`config.mk`:
```
export PLATFORM = sky130hd
export DESIGN_NAME = capture_compare_timer16
export DESIGN_NICKNAME = d
export VERILOG_FILES = /design/src/verilog/capture_compare_timer16_pkg.sv /design/src/verilog/capture_compare_timer16.sv
export SDC_FILE = /design/constraint.sdc
export NUM_CORES = 1
export LEC_CHECK = 0
export ABC_CLOCK_PERIOD_IN_PS = 4420
export BUFFER_PORTS_ARGS = -buffer_cell sky130_fd_sc_hd__buf_2
export CAP_MARGIN = 20
export CORE_ASPECT_RATIO = 0.75
export CORE_MARGIN = 5
export CORE_UTILIZATION = 40
export DETAILED_ROUTE_END_ITERATION = 12
export RECOVER_POWER = 100
export SLEW_MARGIN = 20
export SYNTH_ARGS = -nofsm -noshare
export SYNTH_HDL_FRONTEND = slang
export SYNTH_SLANG_ARGS = --single-unit
```
`constraint.sdc`:
```
create_clock -name clk -period 4.42 [get_ports clk]
set_clock_uncertainty 0.15 [all_clocks]
set_input_delay 0.663 -clock clk [delete_from_list [all_inputs] [get_ports clk]]
set_output_delay 0.663 -clock clk [all_outputs]
set_load 0.1 [all_outputs]
```
`src/verilog/capture_compare_timer16_pkg.sv`:
```
// package for the 16-bit capture/compare timer
// assumes a classic Wishbone register bus with 8-bit registers in the low data lane
package capture_compare_timer16_pkg;

  // ----------------------------------------------------------------
  // register indices (byte address is four times the index)
  // ----------------------------------------------------------------
  localparam logic [7:0] IDX_EVENT_FLAGS   = 8'hC8;
  localparam logic [7:0] IDX_CLEAR_TOGGLE  = 8'hEF;
  localparam logic [7:0] IDX_CONTROL       = 8'hC0;
  localparam logic [7:0] IDX_EDGE_CONTROL  = 8'hC1;
  localparam logic [7:0] IDX_SET_ENABLE    = 8'hEE;
  localparam logic [7:0] IDX_COUNT_LO      = 8'hD0;
  localparam logic [7:0] IDX_COUNT_HI      = 8'hD1;
  localparam logic [7:0] IDX_CAPTURE_BASE  = 8'hD2;  // a lo, a hi, b lo ... d hi
  localparam logic [7:0] IDX_COMPARE_BASE  = 8'hDA;  // set lo/hi, clear lo/hi, toggle lo/hi
  localparam logic [7:0] IDX_PORT          = 8'hE0;

  // ----------------------------------------------------------------
  // timer_control fields
  // ----------------------------------------------------------------
  localparam int CTL_WORD_IRQ_SEL  = 7;
  localparam int CTL_BYTE_IRQ_SEL  = 6;
  localparam int CTL_EXT_CLEAR_EN  = 5;
  localparam int CTL_BYTE_OVF_FLAG = 4;
  localparam int CTL_PRESCALE_LSB  = 2;
  localparam int CTL_MODE_LSB      = 0;

  // clock modes
  localparam logic [1:0] MODE_HALTED   = 2'h0;
  localparam logic [1:0] MODE_SYSCLK   = 2'h1;
  localparam logic [1:0] MODE_TEST     = 2'h2;
  localparam logic [1:0] MODE_EXTERNAL = 2'h3;

  // timer_event_flags fields
  localparam int FLG_WORD_OVF    = 7;
  localparam int FLG_COMPARE_LSB = 4;
  localparam int FLG_CAPTURE_LSB = 0;

  // ----------------------------------------------------------------
  // reset values and timing counts
  // ----------------------------------------------------------------
  localparam logic [7:0]  RST_BYTE    = 8'h00;
  localparam logic [15:0] RST_WORD    = 16'h0000;
  localparam logic [7:0]  RST_PORT    = 8'h00;
  localparam int          SYS_DIVIDE  = 12;  // system clocks per internal count tick

  // pin vector positions after synchronisation
  localparam int PIN_COUNT = 4;
  localparam int PIN_CLEAR = 5;

  // ----------------------------------------------------------------
  // whole state of the timer block
  // ----------------------------------------------------------------
  typedef struct packed {
    logic [5:0]        syncA;
    logic [5:0]        syncB;
    logic [5:0]        syncC;
    logic [5:0]        level;
    logic [3:0]        divider;
    logic [2:0]        prescale;
    logic [15:0]       count;
    logic [7:0]        control;
    logic [7:0]        edgeCtl;
    logic [7:0]        setEnable;
    logic [7:0]        clearToggle;
    logic [7:0]        flags;
    logic [7:0]        port;
    logic [3:0][15:0]  capture;
    logic [2:0][15:0]  compare;
    logic [2:0]        matchPrev;
    logic              ack;
    logic [31:0]       readData;
  } state_t;

endpackage : capture_compare_timer16_pkg

```
`src/verilog/capture_compare_timer16.sv`:
```
// 16-bit timer with prescaler, four capture registers, three compare registers
// and an 8-bit compare-driven output port, reached over classic Wishbone.
// assumes pins are asynchronous to clk; lowPower comes from logic on clk.
//
// Summary of operation
// (RULE1) prescaler divides by 1, 2, 4 or 8
// (RULE2) mode picks halt, clk/12 or count pin
// (RULE3) prescaler clears on config change or reset
// (RULE4) counter bytes read live, no snapshot latch
// (RULE5) counter not writable; external clear when enabled
// (RULE6) idle/power-down holds counter and prescaler cleared
// (RULE7) capture edge copies counter, sets capture flag
// (RULE8) per-input rising/falling edge enable bits
// (RULE9) compare equality sets compare flag
// (RULE10) set-compare match sets enabled port bits 0-5
// (RULE11) clear-compare match clears enabled port bits 0-5
// (RULE12) toggle-compare match toggles enabled bits 6,7
// (RULE13) direction bit picks level after toggle
// (RULE14) clear beats set on simultaneous match
// (RULE15) chip reset clears compare registers
// (RULE16) flag register layout: overflow, compares, captures
// (RULE17) software port access keeps compare actions
// (RULE18) byte and word overflow set their flags
// (RULE19) flags cleared only by software
// (RULE20) count pin edge rate at most clk/12
// (RULE21) pins synchronised, edges from sample compare
// (RULE22) match acts once when equality begins
`timescale 1ns/1ns

module capture_compare_timer16 #(
  parameter int SysDivide = capture_compare_timer16_pkg::SYS_DIVIDE
) (
  input  wire logic        clk,
  input  wire logic        reset_n,
  input  wire logic        cyc_i,
  input  wire logic        stb_i,
  input  wire logic        we_i,
  input  wire logic [9:0]  adr_i,
  input  wire logic [3:0]  sel_i,
  input  wire logic [31:0] dat_i,
  output logic      [31:0] dat_o,
  output logic             ack_o,
  input  wire logic        externalCountPin,
  input  wire logic        externalClearPin,
  input  wire logic        captureInputA,
  input  wire logic        captureInputB,
  input  wire logic        captureInputC,
  input  wire logic        captureInputD,
  input  wire logic        lowPower,
  output logic      [7:0]  portOut
);

  // ----------------------------------------------------------------
  // parameter check
  // ----------------------------------------------------------------
  if (SysDivide < 2 || SysDivide > 16) begin : g_bad_divide
    $error("SysDivide must lie in 2..16 for the 4-bit divider");
  end

  localparam logic [3:0] DIV_LAST = 4'(SysDivide - 1);

  capture_compare_timer16_pkg::state_t s_reg;
  capture_compare_timer16_pkg::state_t s_next;

  // ----------------------------------------------------------------
  // combinational helpers
  // ----------------------------------------------------------------
  logic [5:0]  pinsRaw;
  logic [5:0]  stable;
  logic [5:0]  rise;
  logic [5:0]  fall;
  logic        busReq;
  logic        wrCommit;
  logic [7:0]  index;
  logic [7:0]  wrByte;
  logic        ctrlWrite;
  logic        flagWrite;
  logic        portWrite;
  logic        cfgChange;
  logic        extClear;
  logic        timerHold;
  logic        preClear;
  logic [1:0]  mode;
  logic [1:0]  prescaleSel;
  logic        divTick;
  logic        tick;
  logic [2:0]  preMask;
  logic        cntStep;
  logic        byteOvf;
  logic        wordOvf;
  logic [3:0]  capEv;
  logic [2:0]  matchNow;
  logic [2:0]  matchEv;

  assign pinsRaw = {externalClearPin, externalCountPin,
                    captureInputD, captureInputC, captureInputB, captureInputA};

  // register index from the word address
  function automatic logic [7:0] regIndex(input logic [9:0] adr);
    regIndex = adr[9:2];
  endfunction : regIndex

  // read multiplexer; unmapped indices read as zero
  function automatic logic [7:0] readValue(
    input logic [7:0]                          idx,
    input capture_compare_timer16_pkg::state_t st
  );
    logic [7:0] v;
    v = 8'h00;
    case (idx)
      capture_compare_timer16_pkg::IDX_EVENT_FLAGS:  v = st.flags;
      capture_compare_timer16_pkg::IDX_CLEAR_TOGGLE: v = st.clearToggle;
      capture_compare_timer16_pkg::IDX_CONTROL:      v = st.control;
      capture_compare_timer16_pkg::IDX_EDGE_CONTROL: v = st.edgeCtl;
      capture_compare_timer16_pkg::IDX_SET_ENABLE:   v = st.setEnable;
      capture_compare_timer16_pkg::IDX_COUNT_LO:     v = st.count[7:0];  // live [RULE4]
      capture_compare_timer16_pkg::IDX_COUNT_HI:     v = st.count[15:8]; // live [RULE4]
      capture_compare_timer16_pkg::IDX_PORT:         v = st.port;
      default:                                       v = 8'h00;
    endcase
    for (int i = 0; i < 4; i++) begin
      if (idx == 8'(capture_compare_timer16_pkg::IDX_CAPTURE_BASE + 2 * i)) begin
        v = st.capture[i][7:0];
      end
      if (idx == 8'(capture_compare_timer16_pkg::IDX_CAPTURE_BASE + 2 * i + 1)) begin
        v = st.capture[i][15:8];
      end
    end
    for (int j = 0; j < 3; j++) begin
      if (idx == 8'(capture_compare_timer16_pkg::IDX_COMPARE_BASE + 2 * j)) begin
        v = st.compare[j][7:0];
      end
      if (idx == 8'(capture_compare_timer16_pkg::IDX_COMPARE_BASE + 2 * j + 1)) begin
        v = st.compare[j][15:8];
      end
    end
    readValue = v;
  endfunction : readValue

  // ----------------------------------------------------------------
  // next-state logic
  // ----------------------------------------------------------------
  always_comb begin
    s_next = s_reg;

    // three-stage pin synchronisers; a change counts once stages two and three agree
    s_next.syncA = pinsRaw;                              // [RULE21]
    s_next.syncB = s_reg.syncA;
    s_next.syncC = s_reg.syncB;
    stable = ~(s_reg.syncB ^ s_reg.syncC);
    rise = stable & s_reg.syncC & ~s_reg.level;          // [RULE21]
    fall = stable & ~s_reg.syncC & s_reg.level;          // [RULE21]
    s_next.level = (s_reg.level & ~stable) | (s_reg.syncC & stable);

    // bus: answer one cycle after the request, commit the write on the ack edge
    busReq = cyc_i & stb_i;
    index = regIndex(adr_i);
    wrByte = dat_i[7:0];
    wrCommit = busReq & s_reg.ack & we_i & sel_i[0];
    s_next.ack = busReq & ~s_reg.ack;
    s_next.readData = (busReq & ~s_reg.ack) ? {24'h000000, readValue(index, s_reg)} : 32'h0;

    ctrlWrite = wrCommit && index == capture_compare_timer16_pkg::IDX_CONTROL;
    flagWrite = wrCommit && index == capture_compare_timer16_pkg::IDX_EVENT_FLAGS;
    portWrite = wrCommit && index == capture_compare_timer16_pkg::IDX_PORT;

    // plain configuration registers
    if (wrCommit && index == capture_compare_timer16_pkg::IDX_EDGE_CONTROL) begin
      s_next.edgeCtl = wrByte;
    end
    if (wrCommit && index == capture_compare_timer16_pkg::IDX_SET_ENABLE) begin
      s_next.setEnable = wrByte;
    end
    if (wrCommit && index == capture_compare_timer16_pkg::IDX_CLEAR_TOGGLE) begin
      s_next.clearToggle = wrByte;
    end
    for (int j = 0; j < 3; j++) begin
      if (wrCommit && index == 8'(capture_compare_timer16_pkg::IDX_COMPARE_BASE + 2 * j)) begin
        s_next.compare[j][7:0] = wrByte;
      end
      if (wrCommit &&
          index == 8'(capture_compare_timer16_pkg::IDX_COMPARE_BASE + 2 * j + 1)) begin
        s_next.compare[j][15:8] = wrByte;
      end
    end

    // clock source and prescaler; a change of either clears the prescaler
    mode = s_reg.control[capture_compare_timer16_pkg::CTL_MODE_LSB +: 2];
    prescaleSel = s_reg.control[capture_compare_timer16_pkg::CTL_PRESCALE_LSB +: 2];
    cfgChange = ctrlWrite && (wrByte[3:0] != s_reg.control[3:0]);          // [RULE3]
    extClear = s_reg.control[capture_compare_timer16_pkg::CTL_EXT_CLEAR_EN]
               & rise[capture_compare_timer16_pkg::PIN_CLEAR];             // [RULE5]
    timerHold = lowPower | extClear;                                       // [RULE6]
    preClear = timerHold | cfgChange;                                      // [RULE3]

    divTick = (mode == capture_compare_timer16_pkg::MODE_SYSCLK) && s_reg.divider == DIV_LAST;
    case (mode)                                                            // [RULE2]
      capture_compare_timer16_pkg::MODE_SYSCLK:   tick = divTick;
      capture_compare_timer16_pkg::MODE_EXTERNAL: tick = rise[capture_compare_timer16_pkg::PIN_COUNT];
      default:                                    tick = 1'b0;  // halted; test code idles too
    endcase
    if (preClear || mode != capture_compare_timer16_pkg::MODE_SYSCLK || divTick) begin
      s_next.divider = 4'h0;
    end else begin
      s_next.divider = s_reg.divider + 4'h1;
    end
    if (preClear) begin
      s_next.prescale = 3'h0;                                              // [RULE3]
    end else if (tick) begin
      s_next.prescale = s_reg.prescale + 3'h1;                             // [RULE3]
    end

    // the counter steps when the low prescaler bits wrap for the chosen factor
    preMask = 3'((4'h1 << prescaleSel) - 4'h1);                            // [RULE1]
    cntStep = tick && !preClear && ((s_reg.prescale & preMask) == preMask); // [RULE1]
    byteOvf = cntStep && s_reg.count[7:0] == 8'hFF;                        // [RULE18]
    wordOvf = cntStep && s_reg.count == 16'hFFFF;                          // [RULE18]
    if (timerHold) begin
      s_next.count = 16'h0000;                                             // [RULE5] [RULE6]
    end else if (cntStep) begin
      s_next.count = s_reg.count + 16'h0001;
    end

    // captures copy the running count
    for (int i = 0; i < 4; i++) begin
      capEv[i] = (rise[i] & s_reg.edgeCtl[2 * i]) |                        // [RULE8]
                 (fall[i] & s_reg.edgeCtl[2 * i + 1]);                     // [RULE8]
      if (capEv[i]) begin
        s_next.capture[i] = s_reg.count;                                   // [RULE7]
      end
    end

    // compares act only on the first cycle of equality
    for (int j = 0; j < 3; j++) begin
      matchNow[j] = s_reg.count == s_reg.compare[j];                       // [RULE9]
    end
    matchEv = matchNow & ~s_reg.matchPrev;                                 // [RULE22]
    s_next.matchPrev = matchNow;

    // sticky flags: a hardware set wins over a software clear in the same cycle
    s_next.flags = (flagWrite ? wrByte : s_reg.flags) |                    // [RULE19]
                   {wordOvf, matchEv, capEv};                              // [RULE16] [RULE7]
    s_next.control = ctrlWrite ? wrByte : s_reg.control;
    if (byteOvf) begin
      s_next.control[capture_compare_timer16_pkg::CTL_BYTE_OVF_FLAG] = 1'b1; // [RULE18]
    end

    // output port: software write first, compare actions laid on top
    s_next.port = portWrite ? wrByte : s_reg.port;                         // [RULE17]
    if (matchEv[0]) begin
      s_next.port[5:0] = s_next.port[5:0] | s_reg.setEnable[5:0];          // [RULE10]
    end
    if (matchEv[1]) begin
      s_next.port[5:0] = s_next.port[5:0] & ~s_reg.clearToggle[5:0];       // [RULE11] [RULE14]
    end
    for (int b = 6; b < 8; b++) begin
      if (matchEv[2] && s_reg.clearToggle[b]) begin                        // [RULE12]
        s_next.port[b] = ~s_reg.setEnable[b];                              // [RULE13]
      end
    end
  end

  // ----------------------------------------------------------------
  // state register
  // ----------------------------------------------------------------
  // chip reset clears everything, the compare registers among them
  always_ff @(posedge clk or negedge reset_n) begin
    if (!reset_n) begin
      s_reg             <= '0;                                             // [RULE15]
      s_reg.control     <= capture_compare_timer16_pkg::RST_BYTE;
      s_reg.count       <= capture_compare_timer16_pkg::RST_WORD;          // [RULE5]
      s_reg.port        <= capture_compare_timer16_pkg::RST_PORT;
    end else begin
      s_reg <= s_next;
    end
  end

  assign dat_o   = s_reg.readData;
  assign ack_o   = s_reg.ack;
  assign portOut = s_reg.port;
endmodule : capture_compare_timer16

```
Word-level counts from Yosys, hierarchy flattened:

Cells that the tools add are included.

* add/sub/neg operators: 4
* multipliers: 0
* div/mod/pow operators: 0
* magnitude comparators: 0
* eq/ne operators: 33
* shift-type cells: 1
* muxes and demuxes: 30
* bitwise gates (word level): 41
* reduce and logical (&&, ||, !) cells: 28

Operator list (number)
* equality test 8 bit, second input constant: 23
* two-way mux 8 bit: 17
* one-hot mux 8 bit (8 select lines): 1
* equality test 16 bit: 3
* two-way mux 16 bit: 2
* AND 6 bit: 4
* NOT 6 bit: 4
* logical AND 1 bit: 20
* adder 16 x 1 -> 16 bit, second input constant: 1
* equality test 16 bit, second input constant: 1
* AND 1 bit: 14
* two-way mux 6 bit: 2
* bitwise OR 6 bit: 2
* nonzero test 2 bit: 5
* AND 4 bit: 2
* bitwise OR 8 bit: 1
* AND 3 bit: 2
* two-way mux 3 bit: 2
* bitwise OR 1 bit: 6
* bitwise XOR 6 bit: 1
* two-way mux 5 bit: 1
* adder 4 x 1 -> 4 bit, second input constant: 1
* equality test 4 bit, second input constant: 1
* two-way mux 4 bit: 1
* other kinds (15): 20

* flip-flop bits (word level): 219
* bits in latches: 0
* RAM bits: 0
* ROM bits: 0
* input bits: 58
* output and inout bits: 41
* logic and storage cells: 166
* memories kept: 0

Longest topological paths before layout:

* word-level depth: 17
* gate-level depth with buffers: 10
* gate-level depth less buffers: 6

Least setup slack after synthesis:

OpenSTA, ideal clock, no wires.

* path kind: register -> register
* start point: reg s_reg, in the netlist ack_o
* end point: reg s_reg[42] (netlist bit)
* setup time: 125 ps
* data arrival time: 2709 ps
* required time: 4145 ps
* slack: 1436 ps
* cell stages (with the launch flop): 6
* buffers on the path: 1
* period minus slack after synthesis: 2984 ps
* cell sequence: dfrtp_1 -> nand3_1 -> or2_2 -> clkbuf_1 -> nor3_1 -> mux2_2

* longest elaborated chain between the ends: 4

Ends and longest elaborated chain
* start: declaration: line capture_compare_timer16.sv:62 `capture_compare_timer16_pkg::state_t s_reg;`
* start signal: assignment: line capture_compare_timer16.sv:274 `s_reg <= s_next;`
* AND 1 bit (3 in a row): line capture_compare_timer16.sv:159 `wrCommit = busReq & s_reg.ack & we_i & sel_i[0];`
* logical AND 1 bit: line capture_compare_timer16.sv:178 `if (wrCommit && index == 8'(capture_compare_timer16_pkg::IDX_COMPARE_BASE + 2 * j)) begin`

No other way between the ends.
A chain may end at the register's enable or synchronous reset.

==> impl_metrics.xml <==
<?xml version="1.0" encoding="UTF-8"?>
<metrics>
  <group name="sta">
    <metric name="grt_setup_unrepaired" unit="">false</metric>
    <metric name="worstMarginPinSlew" unit="ns">2.99</metric>
    <metric name="headroom_to_the_max_slew_limit" unit="">-0.994</metric>
    <metric name="final_hold_viol_count" unit="">0</metric>
    <metric name="finalSetupTns" unit="ns">0</metric>
    <metric name="max_freq" unit="MHz">306</metric>
    <metric name="setup_slack" unit="ns">1.15</metric>
    <metric name="final.period_utilization" unit="">0.740</metric>
    <metric name="finalCriticalPeriod" unit="ns">3.27</metric>
    <metric name="final-max-slew-violation-count" unit="">115</metric>
    <metric name="setup_viol" unit="">0</metric>
  </group>
  <group name="place">
    <metric name="detailedPlace.worstSlack" unit="ns">0.983</metric>
    <metric name="port_buffers" unit="">45</metric>
    <metric name="gp_congestion" unit="">0.963</metric>
    <metric name="dp_hpwl" unit="µm">22400</metric>
  </group>
  <group name="setup_path">
    <metric name="r2r_worst_path_depth" unit="">5</metric>
    <metric name="end_kind" unit="">register</metric>
    <metric name="setup_slack_of_the_worst_register_to_register_path" unit="ns">1.23</metric>
    <metric name="timing.critical_path.slowest_cell_delay" unit="ns">0.84</metric>
    <metric name="critical_path.slowest_cell" unit="">sky130_fd_sc_hd__nor3_1</metric>
    <metric name="required" unit="ns">4.70</metric>
    <metric name="worst_path_bufs_invs" unit="">3</metric>
    <metric name="cp.arrival" unit="ns">3.55</metric>
    <metric name="critical_path.reg2reg.endpoint" unit="">s_reg[168]$_DFFE_PN0P_</metric>
    <metric name="timing.critical_path.from_type" unit="">input pin</metric>
    <metric name="critical_path.cell_chain" unit="">clkbuf_1 &gt; buf_12 &gt; or2_0 &gt; nor3_1 &gt; nor2b_1 &gt; clkbuf_1 &gt; nor2b_1 &gt; a211o_1</metric>
    <metric name="path_max_fanout" unit="">63</metric>
    <metric name="setup.worst_path.class" unit="">input pin to register</metric>
    <metric name="regToRegStartpoint" unit="">ack_o$_DFF_PN0_</metric>
    <metric name="critical_path.top_delay_family" unit="">simple AND/OR/NAND/NOR gates</metric>
  </group>
  <group name="layout">
    <metric name="layout.nets" unit="">1078</metric>
    <metric name="areaGrowthSynthToFinish" unit="%">9.84</metric>
    <metric name="post-route-util" unit="">0.449</metric>
    <metric name="most_common_cell_after_layout_fill_and_taps_aside" unit="">sky130_fd_sc_hd__dfrtp_1</metric>
    <metric name="n_antenna_cell" unit="">0</metric>
    <metric name="proportion_of_layout_cells_with_a_drive_suffix_above_1" unit="">0.250</metric>
    <metric name="layout_common_cells" unit="">sky130_fd_sc_hd__dfrtp_1 (219), sky130_fd_sc_hd__mux2_2 (160), sky130_fd_sc_hd__xnor2_1 (50)</metric>
    <metric name="layout.filler_cells" unit="">2638</metric>
    <metric name="largest_register_ffs" unit="">180</metric>
  </group>
  <group name="run_status">
    <metric name="status" unit="">finished, violations left</metric>
    <metric name="violations" unit="">capacitance limit, slew limit</metric>
  </group>
  <group name="pwr">
    <metric name="p_total" unit="mW">4.52</metric>
    <metric name="clockPowerShare" unit="">0.479</metric>
    <metric name="ir_drop" unit="µV">267</metric>
    <metric name="p_leak" unit="nW">5.68</metric>
    <metric name="seqPwrFrac" unit="">0.451</metric>
    <metric name="share_comb_of_total_power" unit="">0.070</metric>
    <metric name="sw_frac_of_total" unit="">0.251</metric>
    <metric name="cell_internal_pwr" unit="mW">3.39</metric>
    <metric name="power_density" unit="mW/mm²">358</metric>
    <metric name="switching_power" unit="mW">1.13</metric>
  </group>
  <group name="synth">
    <metric name="yosys-mux-area-fraction" unit="">0.204</metric>
    <metric name="yosys.area_share.xor_xnor" unit="">0.0426</metric>
    <metric name="post_synth.cell_area_avg" unit="µm²">11.5</metric>
    <metric name="yosys.cell_types.count" unit="">68</metric>
    <metric name="proportion_of_synthesized_chip_area_in_sequential_cells" unit="">0.476</metric>
    <metric name="synthesis.instances" unit="">1000</metric>
    <metric name="yosys.area_share.simple" unit="">0.104</metric>
    <metric name="asyncSetResetFlopFracSynth" unit="">1.00</metric>
    <metric name="flip_flop_and_latch_count_after_synthesis" unit="">219</metric>
    <metric name="synth-edff-count" unit="">0</metric>
    <metric name="synth_compound_area_frac" unit="">0.0970</metric>
    <metric name="largest_family_of_logic_cells_by_synthesized_area" unit="">multiplexers</metric>
    <metric name="synth.cell_area" unit="mm²">0.0115</metric>
    <metric name="synth_flop_cell" unit="">sky130_fd_sc_hd__dfrtp_1</metric>
    <metric name="synth-warning-count" unit="">0</metric>
    <metric name="adder_and_majority_cell_fraction_of_the_synthesized_area" unit="">0.0141</metric>
  </group>
  <group name="worst_hold_path">
    <metric name="hold-path-cell-count" unit="">1</metric>
    <metric name="holdCritPathClass" unit="">input pin to register</metric>
    <metric name="hold_start" unit="">captureInputD</metric>
    <metric name="holdPathEnd" unit="">s_next[234]$_DFF_PN0_</metric>
  </group>
  <group name="global_routing">
    <metric name="grt.overflow.total" unit="">0</metric>
    <metric name="grt_pass1_wl" unit="µm">51000</metric>
    <metric name="antenna_found_initial" unit="">1</metric>
    <metric name="number_of_global_route_vias_before_repair" unit="">8086</metric>
    <metric name="grt_overall_usage" unit="">0.207</metric>
    <metric name="grt_start_max_net_pins" unit="">116</metric>
  </group>
  <group name="clocking">
    <metric name="post_cts_hold_buffer_count" unit="">0</metric>
    <metric name="postCtsResizedCells" unit="">0</metric>
    <metric name="cts_tree" unit="">done</metric>
    <metric name="cts.clk_slew.worst_paths" unit="ns">0.06</metric>
    <metric name="root_buffer_cell" unit="">sky130_fd_sc_hd__clkbuf_16</metric>
    <metric name="clock_tree.buffer_depth" unit="">3</metric>
    <metric name="tritoncts_num_sinks" unit="">219</metric>
    <metric name="h-tree-depth" unit="">1</metric>
    <metric name="cts-buffers-inserted" unit="">23</metric>
    <metric name="cts_setup_buffers" unit="">0</metric>
    <metric name="clkLatencyLatePin" unit="ns">0.55</metric>
  </group>
  <group name="floorplan">
    <metric name="core" unit="mm²">0.0282</metric>
    <metric name="io_pins" unit="">99</metric>
    <metric name="start_util" unit="">0.408</metric>
    <metric name="chip_height" unit="µm">157</metric>
    <metric name="die_area" unit="mm²">0.0323</metric>
    <metric name="die_x" unit="µm">206</metric>
    <metric name="placement_rows" unit="">53</metric>
  </group>
  <group name="routing">
    <metric name="remaining_drc_errors" unit="">0</metric>
    <metric name="dr.first_iter.drc_count" unit="">1020</metric>
    <metric name="vias" unit="">8244</metric>
    <metric name="drt-met1-wl" unit="µm">16000</metric>
    <metric name="top_layer_used" unit="">met4</metric>
    <metric name="routed_wirelength" unit="µm">33200</metric>
    <metric name="antenna_violating_nets_post_route" unit="">0</metric>
    <metric name="route.met2.wl" unit="µm">13400</metric>
    <metric name="route.detailed.vias_per_inst" unit="">5.85</metric>
    <metric name="dr.pass1.iters" unit="">5</metric>
    <metric name="met3WireLength" unit="µm">3010</metric>
    <metric name="detail_route.wl_per_cell" unit="µm">23.6</metric>
  </group>
  <group name="flow_run">
    <metric name="drv_cap" unit="">1</metric>
  </group>
</metrics>
## metal layers
| layer | global-route usage | up-vias |
|---|---|---|
| met3 | 0.0457 | 55 |
| met1 | 0.327 | 4245 |
| met4 | 0.0494 | 0 |
| li1 | - | 3616 |
| met2 | 0.287 | 328 |
| met5 | 0 | - |
## per-stage QoR
step,std cells,hold slack (ns),instance area (µm²)
finish,1409,0.0700,12600
global route,1409,0.0582,12600
CTS,1409,0.0520,12800
detailed placement,1367,0.185,11900
global placement,1367,0.183,11900
floorplan,1023,0.181,11600
## how the worst max path moves through the flow
| stage | start | end | slack, ns | cells after the start |
|---|---|---|---|---|
| final | adr_i[2] | s_reg[161]$_DFF_PN0_ | 1.15 | 8 |
| after global routing | reset_n | s_reg[181]$_DFFE_PN0P_ | 0.71 | 2 |
| after CTS | adr_i[3] | s_reg[196]$_DFFE_PN0P_ | 1.54 | 7 |
| after detailed placement | adr_i[3] | s_reg[196]$_DFFE_PN0P_ | 0.98 | 7 |
| after global placement | adr_i[3] | s_reg[196]$_DFFE_PN0P_ | 0.98 | 7 |
| after floorplan | ack_o$_DFF_PN0_ | s_reg[42]$_DFFE_PN0P_ | 1.44 | 5 |
## synth_stat cells (all sizes together), types with 4 or more instances
library cell	number	area (µm²)
a211o	5	43.8
or2	4	25.0
a211oi	6	45.0
and3	6	37.5
nand3b	14	105
nand2	32	120
nand2b	12	75.1
ha	13	163
mux2	161	1820
xor2	6	52.6
inv	16	60.1
o221ai	9	78.8
clkbuf	56	210
o21ai	26	145
dfrtp	219	5480
o31ai	12	90.1
nor3	15	95.1
o2bb2ai	4	35.0
nor4	18	131
o21a	5	37.5
nor2	22	82.6
xnor2	50	438
a31oi	15	93.8
buf	62	440
or4	13	101
nand4	22	138
or3	4	25.0
a22oi	15	113
a21oi	30	150
nor2b	10	62.6
o22ai	12	75.1
nand3	21	105
mux2i	46	460
## final cells by class
class	instances	area, µm²	area share
clock inverter	10	169	0.0134
sequential	219	5480	0.434
inverter	16	60.1	0.00475
tap	385	482	0.0381
clock buffer	32	669	0.0530
multi-input combinational	670	5360	0.424
timing repair buffer	77	423	0.0335
## power groups by stage
| stage | clock network [mW] | registers [mW] | logic [mW] |
|---|---|---|---|
| after global routing | 2.28 | 2.04 | 0.341 |
| after CTS | 2.20 | 2.04 | 0.320 |
| after detailed placement | 0 | 2.08 | 0.320 |
| after floorplan | 0 | 2.08 | 0.223 |
| after global placement | 0 | 2.08 | 0.318 |
| final | 2.16 | 2.04 | 0.316 |
## cells by family after synthesis
group,Yosys count
adder cells (fa/ha/maj),13
multiplexers,210
other,1
buffers and inverters,134
XOR/XNOR,56
AO/OA/AOI/OAI,163
flip-flops,219
AND/OR/NAND/NOR,204
(Power assumes the default switching activity.)
